## src/hdl/hdltl_pkg.sv

```systemverilog
package hdltl_pkg;

    // ------------------------------------------------------------
    // register map
    // ------------------------------------------------------------
    localparam logic [7:0] HDLTL_CTRL_OFFSET = 8'h1B;
    localparam logic [7:0] HDLTL_STAT_OFFSET = 8'h1C;
    localparam logic [7:0] HDLTL_CTRL_RESET = 8'h00;
    localparam logic [7:0] HDLTL_RDATA_RESET = 8'h00;

    // ------------------------------------------------------------
    // control register fields
    // ------------------------------------------------------------
    localparam int HDLTL_CTRL_SOFT_RST = 7;
    localparam int HDLTL_CTRL_RX_TX_LOOP = 6;
    localparam int HDLTL_CTRL_RSVD5 = 5;
    localparam int HDLTL_CTRL_RSVD4 = 4;
    localparam int HDLTL_CTRL_CRC_TEST = 3;
    localparam int HDLTL_CTRL_FIFO_TEST = 2;
    localparam int HDLTL_CTRL_ADDR_TEST = 1;
    localparam int HDLTL_CTRL_TX_RX_LOOP = 0;

    // ------------------------------------------------------------
    // status register fields
    // ------------------------------------------------------------
    localparam int HDLTL_STAT_RX_CLK = 3;
    localparam int HDLTL_STAT_TX_CLK = 2;
    localparam int HDLTL_STAT_CRC_OK = 1;
    localparam int HDLTL_STAT_ADDR_OK = 0;

    // ------------------------------------------------------------
    // serial test access
    // ------------------------------------------------------------
    localparam logic [4:0] HDLTL_SHIFT_LEN = 5'h10;
    localparam logic [15:0] HDLTL_CRC_EXPECT = 16'hF0B8;
    localparam logic [15:0] HDLTL_SHIFT_RESET = 16'h0000;

    // fifo word: data byte plus its packet tags
    typedef struct packed {
        logic eop;
        logic abort;
        logic [7:0] data;
    } hdltl_byte_t;

    localparam hdltl_byte_t HDLTL_BYTE_RESET = '{1'b0, 1'b0, 8'h00};

endpackage

```

## src/hdl/hdltl_ctrl.sv

```systemverilog
`timescale 1ns/10ps
`default_nettype none

module hdltl_ctrl
    import hdltl_pkg::*;
(
    input wire logic i_clk,
    input wire logic i_rst,
    // parallel register port
    input wire logic i_cs,
    input wire logic i_wr,
    input wire logic i_rd,
    input wire logic [7:0] i_addr,
    input wire logic [7:0] i_wdata,
    output logic [7:0] o_rdata,
    // channel reset towards the hdlc
    output logic o_hdlc_rst,
    // enables from the hdlc control registers
    input wire logic i_receiver_enable_bit,
    input wire logic i_transmitter_enable_bit,
    // bit clock levels and the receive one-cycle tick enable
    input wire logic i_receive_bit_clock,
    input wire logic i_transmit_bit_clock,
    input wire logic i_rx_bit_tick,
    // serial lines
    input wire logic i_rx_line_data,
    input wire logic i_tx_packet_data,
    output logic o_rx_serial_in,
    // receiver comparator results and address set
    input wire logic i_rx_crc_ok,
    input wire logic i_rx_addr_ok,
    input wire logic [15:0] i_rx_addr_value,
    output logic [15:0] o_crc_corrupt_mask,
    // receiver byte stream
    input wire logic i_rxb_valid,
    input wire hdltl_byte_t i_rxb,
    output logic o_rxb_ready,
    // host fifo accesses
    input wire logic i_host_tx_write,
    input wire hdltl_byte_t i_host_tx_word,
    input wire logic i_host_rx_read,
    output hdltl_byte_t o_host_rx_word,
    // receive fifo
    output logic o_rxf_wr,
    output hdltl_byte_t o_rxf_din,
    input wire logic i_rxf_ready,
    output logic o_rxf_rd,
    input wire hdltl_byte_t i_rxf_q,
    // transmit fifo
    output logic o_txf_wr,
    output hdltl_byte_t o_txf_din,
    input wire logic i_txf_ready,
    output logic o_txf_rd,
    input wire hdltl_byte_t i_txf_q
);

    // ------------------------------------------------------------
    // register decode
    // ------------------------------------------------------------
    logic [7:0] ctrl_reg;
    logic [7:0] ctrl_next;
    logic zero_seen_reg;
    logic zero_seen_next;
    logic [7:0] rdata_reg;
    logic [7:0] rdata_next;
    logic [7:0] stat_word;
    wire ctrl_wr = i_cs & i_wr & (i_addr == HDLTL_CTRL_OFFSET);
    wire ctrl_rd = i_cs & i_rd & (i_addr == HDLTL_CTRL_OFFSET);
    wire stat_rd = i_cs & i_rd & (i_addr == HDLTL_STAT_OFFSET);
    wire wr_soft = i_wdata[HDLTL_CTRL_SOFT_RST];
    wire soft_rst = ctrl_reg[HDLTL_CTRL_SOFT_RST];
    wire rx_to_tx_loopback = ctrl_reg[HDLTL_CTRL_RX_TX_LOOP];
    wire crc_remainder_test = ctrl_reg[HDLTL_CTRL_CRC_TEST];
    wire fifo_redirect_test = ctrl_reg[HDLTL_CTRL_FIFO_TEST];
    wire address_match_test = ctrl_reg[HDLTL_CTRL_ADDR_TEST];
    wire tx_to_rx_loopback = ctrl_reg[HDLTL_CTRL_TX_RX_LOOP];

    // soft reset clears only on the second zero write in a row
    always_comb
    begin
        ctrl_next = ctrl_reg;
        zero_seen_next = zero_seen_reg;
        if (ctrl_wr)
        begin
            if (wr_soft)
            begin
                ctrl_next = i_wdata;
                zero_seen_next = 1'b0;
            end
            else if (soft_rst & ~zero_seen_reg)
            begin
                zero_seen_next = 1'b1;
            end
            else
            begin
                ctrl_next = i_wdata;
                zero_seen_next = 1'b0;
            end
        end
        // while held in reset the other bits fall back like a chip reset
        if (ctrl_next[HDLTL_CTRL_SOFT_RST])
        begin
            ctrl_next = HDLTL_CTRL_RESET;
            ctrl_next[HDLTL_CTRL_SOFT_RST] = 1'b1;
        end
    end

    always_ff @(posedge i_clk or posedge i_rst)
    begin
        if (i_rst)
        begin
            ctrl_reg <= HDLTL_CTRL_RESET;
            zero_seen_reg <= 1'b0;
            rdata_reg <= HDLTL_RDATA_RESET;
        end
        else
        begin
            ctrl_reg <= ctrl_next;
            zero_seen_reg <= zero_seen_next;
            rdata_reg <= rdata_next;
        end
    end

    assign o_hdlc_rst = i_rst | soft_rst;

    // reads only sample; nothing else moves on them
    assign rdata_next = ctrl_rd ? ctrl_reg :
                        stat_rd ? stat_word :
                        rdata_reg;
    assign o_rdata = rdata_reg;

    // ------------------------------------------------------------
    // serial test shifters
    // ------------------------------------------------------------
    logic [15:0] crc_sr_reg;
    logic [15:0] addr_sr_reg;
    logic [4:0] crc_cnt_reg;
    logic [4:0] addr_cnt_reg;

    // a shifter stops once it holds a whole comparison word
    function automatic logic shift_full(input logic [4:0] cnt);
        return (cnt == HDLTL_SHIFT_LEN);
    endfunction

    wire crc_shift = crc_remainder_test & i_rx_bit_tick &
                     ~shift_full(crc_cnt_reg);
    wire addr_shift = address_match_test & i_rx_bit_tick &
                      ~shift_full(addr_cnt_reg);

    // counters restart each time a test mode is left
    always_ff @(posedge i_clk or posedge i_rst)
    begin
        if (i_rst)
        begin
            crc_sr_reg <= HDLTL_SHIFT_RESET;
            crc_cnt_reg <= 5'h00;
        end
        else if (soft_rst | ~crc_remainder_test)
        begin
            crc_sr_reg <= HDLTL_SHIFT_RESET;
            crc_cnt_reg <= 5'h00;
        end
        else if (crc_shift)
        begin
            crc_sr_reg <= {crc_sr_reg[14:0], o_rx_serial_in};
            crc_cnt_reg <= crc_cnt_reg + 5'h01;
        end
    end

    always_ff @(posedge i_clk or posedge i_rst)
    begin
        if (i_rst)
        begin
            addr_sr_reg <= HDLTL_SHIFT_RESET;
            addr_cnt_reg <= 5'h00;
        end
        else if (soft_rst | ~address_match_test)
        begin
            addr_sr_reg <= HDLTL_SHIFT_RESET;
            addr_cnt_reg <= 5'h00;
        end
        else if (addr_shift)
        begin
            addr_sr_reg <= {addr_sr_reg[14:0], o_rx_serial_in};
            addr_cnt_reg <= addr_cnt_reg + 5'h01;
        end
    end

    wire crc_aligned = shift_full(crc_cnt_reg);
    wire addr_aligned = shift_full(addr_cnt_reg);
    wire crc_match_test = crc_aligned &
                          (crc_sr_reg == HDLTL_CRC_EXPECT);
    wire addr_match_test = addr_aligned &
                           (addr_sr_reg == i_rx_addr_value);
    wire crc_match_flag = crc_remainder_test ? crc_match_test :
                          i_rx_crc_ok;
    wire address_match_flag = address_match_test ? addr_match_test :
                              i_rx_addr_ok;

    // bits where the shifted pattern differs from HDLTL_CRC_EXPECT flip the matching crc bits
    assign o_crc_corrupt_mask = crc_remainder_test ?
                                (crc_sr_reg ^ HDLTL_CRC_EXPECT) :
                                16'h0000;

    // ------------------------------------------------------------
    // status view and serial routing
    // ------------------------------------------------------------
    wire rx_gated_clock_view = i_receive_bit_clock &
                               i_receiver_enable_bit;
    wire tx_gated_clock_view = i_transmit_bit_clock &
                               i_transmitter_enable_bit;

    assign stat_word = {4'h0, rx_gated_clock_view, tx_gated_clock_view,
                        crc_match_flag, address_match_flag};

    // both enables are the host's duty in this mode
    assign o_rx_serial_in = tx_to_rx_loopback ? i_tx_packet_data :
                            i_rx_line_data;

    // ------------------------------------------------------------
    // fifo steering
    // ------------------------------------------------------------
    logic lb_in_ready;
    logic lb_out_valid;
    hdltl_byte_t lb_out_data;

    wire host_to_rx = fifo_redirect_test & i_host_tx_write;
    wire host_to_tx = ~fifo_redirect_test & i_host_tx_write;
    // host fifo write wins; the receiver simply waits a cycle
    wire rx_path_ok = i_rxf_ready & ~host_to_rx &
                      (~rx_to_tx_loopback | lb_in_ready);
    wire rx_take = i_rxb_valid & rx_path_ok;
    wire lb_push = rx_take & rx_to_tx_loopback;
    wire lb_pop_ok = i_txf_ready & ~host_to_tx;

    assign o_rxb_ready = rx_path_ok;
    assign o_rxf_wr = host_to_rx | rx_take;
    assign o_rxf_din = host_to_rx ? i_host_tx_word : i_rxb;
    // looped words drain into the tx fifo like host writes
    assign o_txf_wr = host_to_tx | (lb_out_valid & lb_pop_ok);
    assign o_txf_din = host_to_tx ? i_host_tx_word : lb_out_data;
    assign o_rxf_rd = i_host_rx_read & ~fifo_redirect_test;
    assign o_txf_rd = i_host_rx_read & fifo_redirect_test;

    // a stall on the tx fifo holds the word here instead of losing it
    hdltl_skid_buf u_loop_buf (
        .i_clk(i_clk),
        .i_rst(i_rst),
        .i_flush(soft_rst),
        .i_valid(lb_push),
        .i_data(i_rxb),
        .o_ready(lb_in_ready),
        .o_valid(lb_out_valid),
        .i_ready(lb_pop_ok),
        .o_data(lb_out_data)
    );

    // ------------------------------------------------------------
    // host fifo read data
    // ------------------------------------------------------------
    hdltl_byte_t host_word_reg;
    hdltl_byte_t host_word_next;

    // tags of the tx fifo output show up in the read word
    assign host_word_next = o_txf_rd ? i_txf_q :
                            o_rxf_rd ? i_rxf_q :
                            host_word_reg;

    always_ff @(posedge i_clk or posedge i_rst)
    begin
        if (i_rst)
        begin
            host_word_reg <= HDLTL_BYTE_RESET;
        end
        else
        begin
            host_word_reg <= host_word_next;
        end
    end

    assign o_host_rx_word = host_word_reg;

endmodule // hdltl_ctrl

`default_nettype wire

```

## src/hdl/hdltl_skid_buf.sv

```systemverilog
`timescale 1ns/10ps
`default_nettype none

module hdltl_skid_buf
    import hdltl_pkg::*;
(
    input wire logic i_clk,
    input wire logic i_rst,
    input wire logic i_flush,
    input wire logic i_valid,
    input wire hdltl_byte_t i_data,
    output logic o_ready,
    output logic o_valid,
    input wire logic i_ready,
    output hdltl_byte_t o_data
);

    // ------------------------------------------------------------
    // two entries
    // ------------------------------------------------------------
    hdltl_byte_t mem_reg [2];
    logic [1:0] count_reg;
    logic [1:0] count_next;
    logic wr_ptr_reg;
    logic rd_ptr_reg;
    logic push;
    logic pop;

    assign o_ready = (count_reg != 2'h2);
    assign o_valid = (count_reg != 2'h0);
    assign o_data = mem_reg[rd_ptr_reg];
    assign push = i_valid & o_ready;
    assign pop = o_valid & i_ready;
    assign count_next = count_reg + {1'b0, push} - {1'b0, pop};

    always_ff @(posedge i_clk or posedge i_rst)
    begin
        if (i_rst)
        begin
            count_reg <= 2'h0;
            wr_ptr_reg <= 1'b0;
            rd_ptr_reg <= 1'b0;
        end
        else if (i_flush)
        begin
            count_reg <= 2'h0;
            wr_ptr_reg <= 1'b0;
            rd_ptr_reg <= 1'b0;
        end
        else
        begin
            count_reg <= count_next;
            wr_ptr_reg <= wr_ptr_reg ^ push;
            rd_ptr_reg <= rd_ptr_reg ^ pop;
        end
    end

    // storage needs no reset; valid is held by the count
    always_ff @(posedge i_clk)
    begin
        if (push)
        begin
            mem_reg[wr_ptr_reg] <= i_data;
        end
    end

endmodule // hdltl_skid_buf

`default_nettype wire

```

## config.mk

```make
export PLATFORM = sky130hd
export DESIGN_NAME = hdltl_ctrl
export DESIGN_NICKNAME = d
export VERILOG_FILES = /design/src/hdl/hdltl_pkg.sv /design/src/hdl/hdltl_ctrl.sv /design/src/hdl/hdltl_skid_buf.sv
export SDC_FILE = /design/constraint.sdc
export NUM_CORES = 1
export LEC_CHECK = 0
export BUFFER_PORTS_ARGS = -buffer_cell sky130_fd_sc_hd__buf_2
export CAP_MARGIN = 5
export CORE_UTILIZATION = 40
export DETAILED_ROUTE_END_ITERATION = 10
export PLACE_DENSITY = 0.65
export SETUP_SLACK_MARGIN = 0.02
export SYNTH_ARGS = -nofsm -noshare
export SYNTH_HDL_FRONTEND = slang
export SYNTH_SLANG_ARGS = --single-unit
```

## constraint.sdc

```tcl
create_clock -name i_clk -period 6.67 [get_ports i_clk]
set_clock_uncertainty 0.1 [all_clocks]
set_input_delay 1.0005 -clock i_clk [delete_from_list [all_inputs] [get_ports i_clk]]
set_output_delay 1.0005 -clock i_clk [all_outputs]
set_load 0.005 [all_outputs]
```

==> impl_metrics.yaml <==
cts:
  numCtsBuffers: 9
  htreeDepth: 3
  cts-root-buf: "clkbuf_16"
  clockBufferDepth: 2
  cts_resized: 0
  cts_tree: "done"
  cts_hold_buf: 0
  clock_latency_ps: 340
  cts_setup_buffers: 0
  cts_sinks: 93
  path_clk_slew_ps: 70
drt:
  vias: 3801
  ant_nets: 0
  dr.pass1.iters: 4
  viasPerCell: 5.03
  drc: 0
  drtIter0Drc: 154
  wl_mm: 10.6
  routedWlPerCell_um: 14.0
synth:
  synthFlopType: "dfrtp_1"
  syn_area_per_cell_um2: 10.0
  syn_area_um2: 4680
  yosys_warnings: 0
  synthXorXnorAreaFrac: 0.0505
  synth_top_family_by_area: "simple AND/OR/NAND/NOR gates"
  synth_area_leaders: "dfrtp_1 39%, edfxtp_1 13%, nand2_1 6.9%"
  synth_top_area_share: 0.390
  synth-seq-cells: 93
  yosys.area.top_type: "dfrtp_1"
  async_flop_share: 0.785
  synth_cells: 468
  seq_area_frac_synth: 0.519
  syn_nets: 567
  synth_compound_area_frac: 0.0971
  synth_cell_type_count: 44
  synth-simple-area-share: 0.188
  synth-adder-area-share: 0.0214
  synth.area.mux_share: 0.0864
  synth_edf_count: 20
die:
  start_util: 0.410
  die_w_um: 110
  rows: 39
  coreArea_um2: 11400
  dieArea_um2: 12100
  ios: 152
  die_y_um: 110
cells_and_area:
  largest_reg_flops: 20
  register_area_um2: 2430
  nets: 705
  area_growth_syn_to_layout_pct: 23.7
  drive_above_1_share: 0.306
  fill_cells: 1068
  multi_input_area_um2: 2070
  final_core_util: 0.507
global_route:
  grt_usage: 0.181
  grt_pass1_vias: 3475
  grt_antenna_before_repair: 2
  grt_pass1_wl_mm: 16.7
  grt-ovfl-total: 0
  grt_max_degree: 74
sta:
  setup_tns_ps: 0
  tightest_slew_ps: 939
  min_period_ps: 3340
  finalHoldViolations: 0
  fin_crit_sh: 0.501
  slew_viol_final: 0
  maxSlewHeadroom: 0.374
  fmax_mhz: 299
  setup_viol: 0
  rsz0062_at_grt: "no"
place:
  dp_hpwl_mm: 7.64
  io_buffer_count: 151
  gp_congestion: 0.760
pwr:
  p_leak_nw: 2.64
  vdd_drop_max_mv: 0.103
  powerDensity_nw_per_um2: 218
job:
  cap_violations: 0
worst_setup_path:
  end_kind: "output port"
  crit_type: "reg2out"
  arrival_ps: 2240
  start_kind: "register"
  worstPathMaxFanout: 16
  cp.required_ps: 5570
worst_hold_path:
  hold_class: "reg2reg"
status:
  status: "completed"
[critical path, cell delays in order, from the launching register on]
cell	delay [ps]
dfrtp_1	820
nand2_1	520
nand2_1	180
a31oi_1	70
nand2_1	100
nand2_1	60
buf_2	150
[metrics by stage]
step | worst slack [ps] | instance area [um2] | hold slack [ps] | instances | power [mW]
after floorplan | 3720 | 4680 | 365 | 468 | 0.725
after global placement | 3500 | 5510 | 381 | 738 | 0.792
after detailed placement | 3410 | 5510 | 380 | 738 | 0.796
after CTS | 3290 | 5790 | 396 | 754 | 1.28
after global routing | 3150 | 5790 | 426 | 754 | 1.32
final | 3330 | 5790 | 392 | 755 | 1.26
[routing by layer]
metal / GRT usage / part of all wire / up-vias
met4: 0.0555 / 0.0076 / 2
met3: 0.0482 / 0.073 / 9
met2: 0.287 / 0.47 / 126
met1: 0.243 / 0.45 / 1788
met5: 0 / 0.00094 / -
li1: - / - / 1876
[final timing paths]
kind	start	endpoint	slack [ps]	depth (start not counted)
worst min register to register	o_rdata[0]$_DFFE_PP0P_	o_rdata[0]$_DFFE_PP0P_	390	1
worst max-delay path	ctrl_reg[2]$_DFFE_PP0P_	o_rxf_wr	3330	6
max in group asynchronous	i_rst	addr_sr_reg[14]$_DFFE_PP0P_	5010	3
worst max register to register	ctrl_reg[2]$_DFFE_PP0P_	u_loop_buf.mem_reg[1][7]$_DFFE_PP_	3740	6
worst min-delay path	o_rdata[0]$_DFFE_PP0P_	o_rdata[0]$_DFFE_PP0P_	390	1
min in group asynchronous	i_rst	o_host_rx_word[1]$_DFFE_PP0P_	830	3
[final cells by class]
| cell class | count | share of cell area |
|---|---|---|
| sequential | 93 | 0.419 |
| tap | 143 | 0.0309 |
| timing repair buffer | 155 | 0.136 |
| clock buffer | 9 | 0.0389 |
| antenna | 1 | 0.000432 |
| inverter | 11 | 0.00713 |
| clock inverter | 7 | 0.00951 |
| multi-input combinational | 336 | 0.358 |
[power by group]
group | internal, mW | switching [mW] | total, mW
registers | 0.597 | 0.0276 | 0.625
clock network | 0.257 | 0.225 | 0.482
logic | 0.0822 | 0.0752 | 0.157
total | 0.937 | 0.328 | 1.26
[cells by family (layout without fill, tap and decap cells)]
| family | Yosys count | count (layout) |
|---|---|---|
| and+or+nand+nor | 182 | 182 |
| DFF | 93 | 93 |
| AOI/OAI and AO/OA | 80 | 80 |
| muxes | 39 | 39 |
| buffers and inverters | 39 | 182 |
| xor gates and xnor gates | 27 | 27 |
| adders and majority gates | 8 | 8 |
| other | 0 | 1 |
[layout by cell type, fill, tap and decap left out, types with 20 or more instances in the layout]
master | netlist | routed
a21oi_1 | 43 | 43
buf_2 | 9 | 151
dfrtp_1 | 73 | 73
edfxtp_1 | 20 | 20
mux2i_1 | 28 | 28
nand2_1 | 86 | 86
nor2_1 | 26 | 26
nor2b_1 | 21 | 21
o21ai_0 | 20 | 20
xor2_1 | 20 | 20
[synthesized netlist by cell type (5+ instances only)]
master	instances
nand2b_1	5
dfrtp_1	73
xor2_1	20
and2_1	9
nand4_1	8
ha_1	8
inv_1	11
mux2i_1	28
nor2b_1	21
edfxtp_1	20
nand2_1	86
clkbuf_1	13
buf_2	9
nor2_1	26
nand3_1	8
a22o_1	5
xnor2_1	7
mux2_2	11
a21oi_1	43
o21ai_0	20
Note: power is estimated with default switching activity, not from simulation.
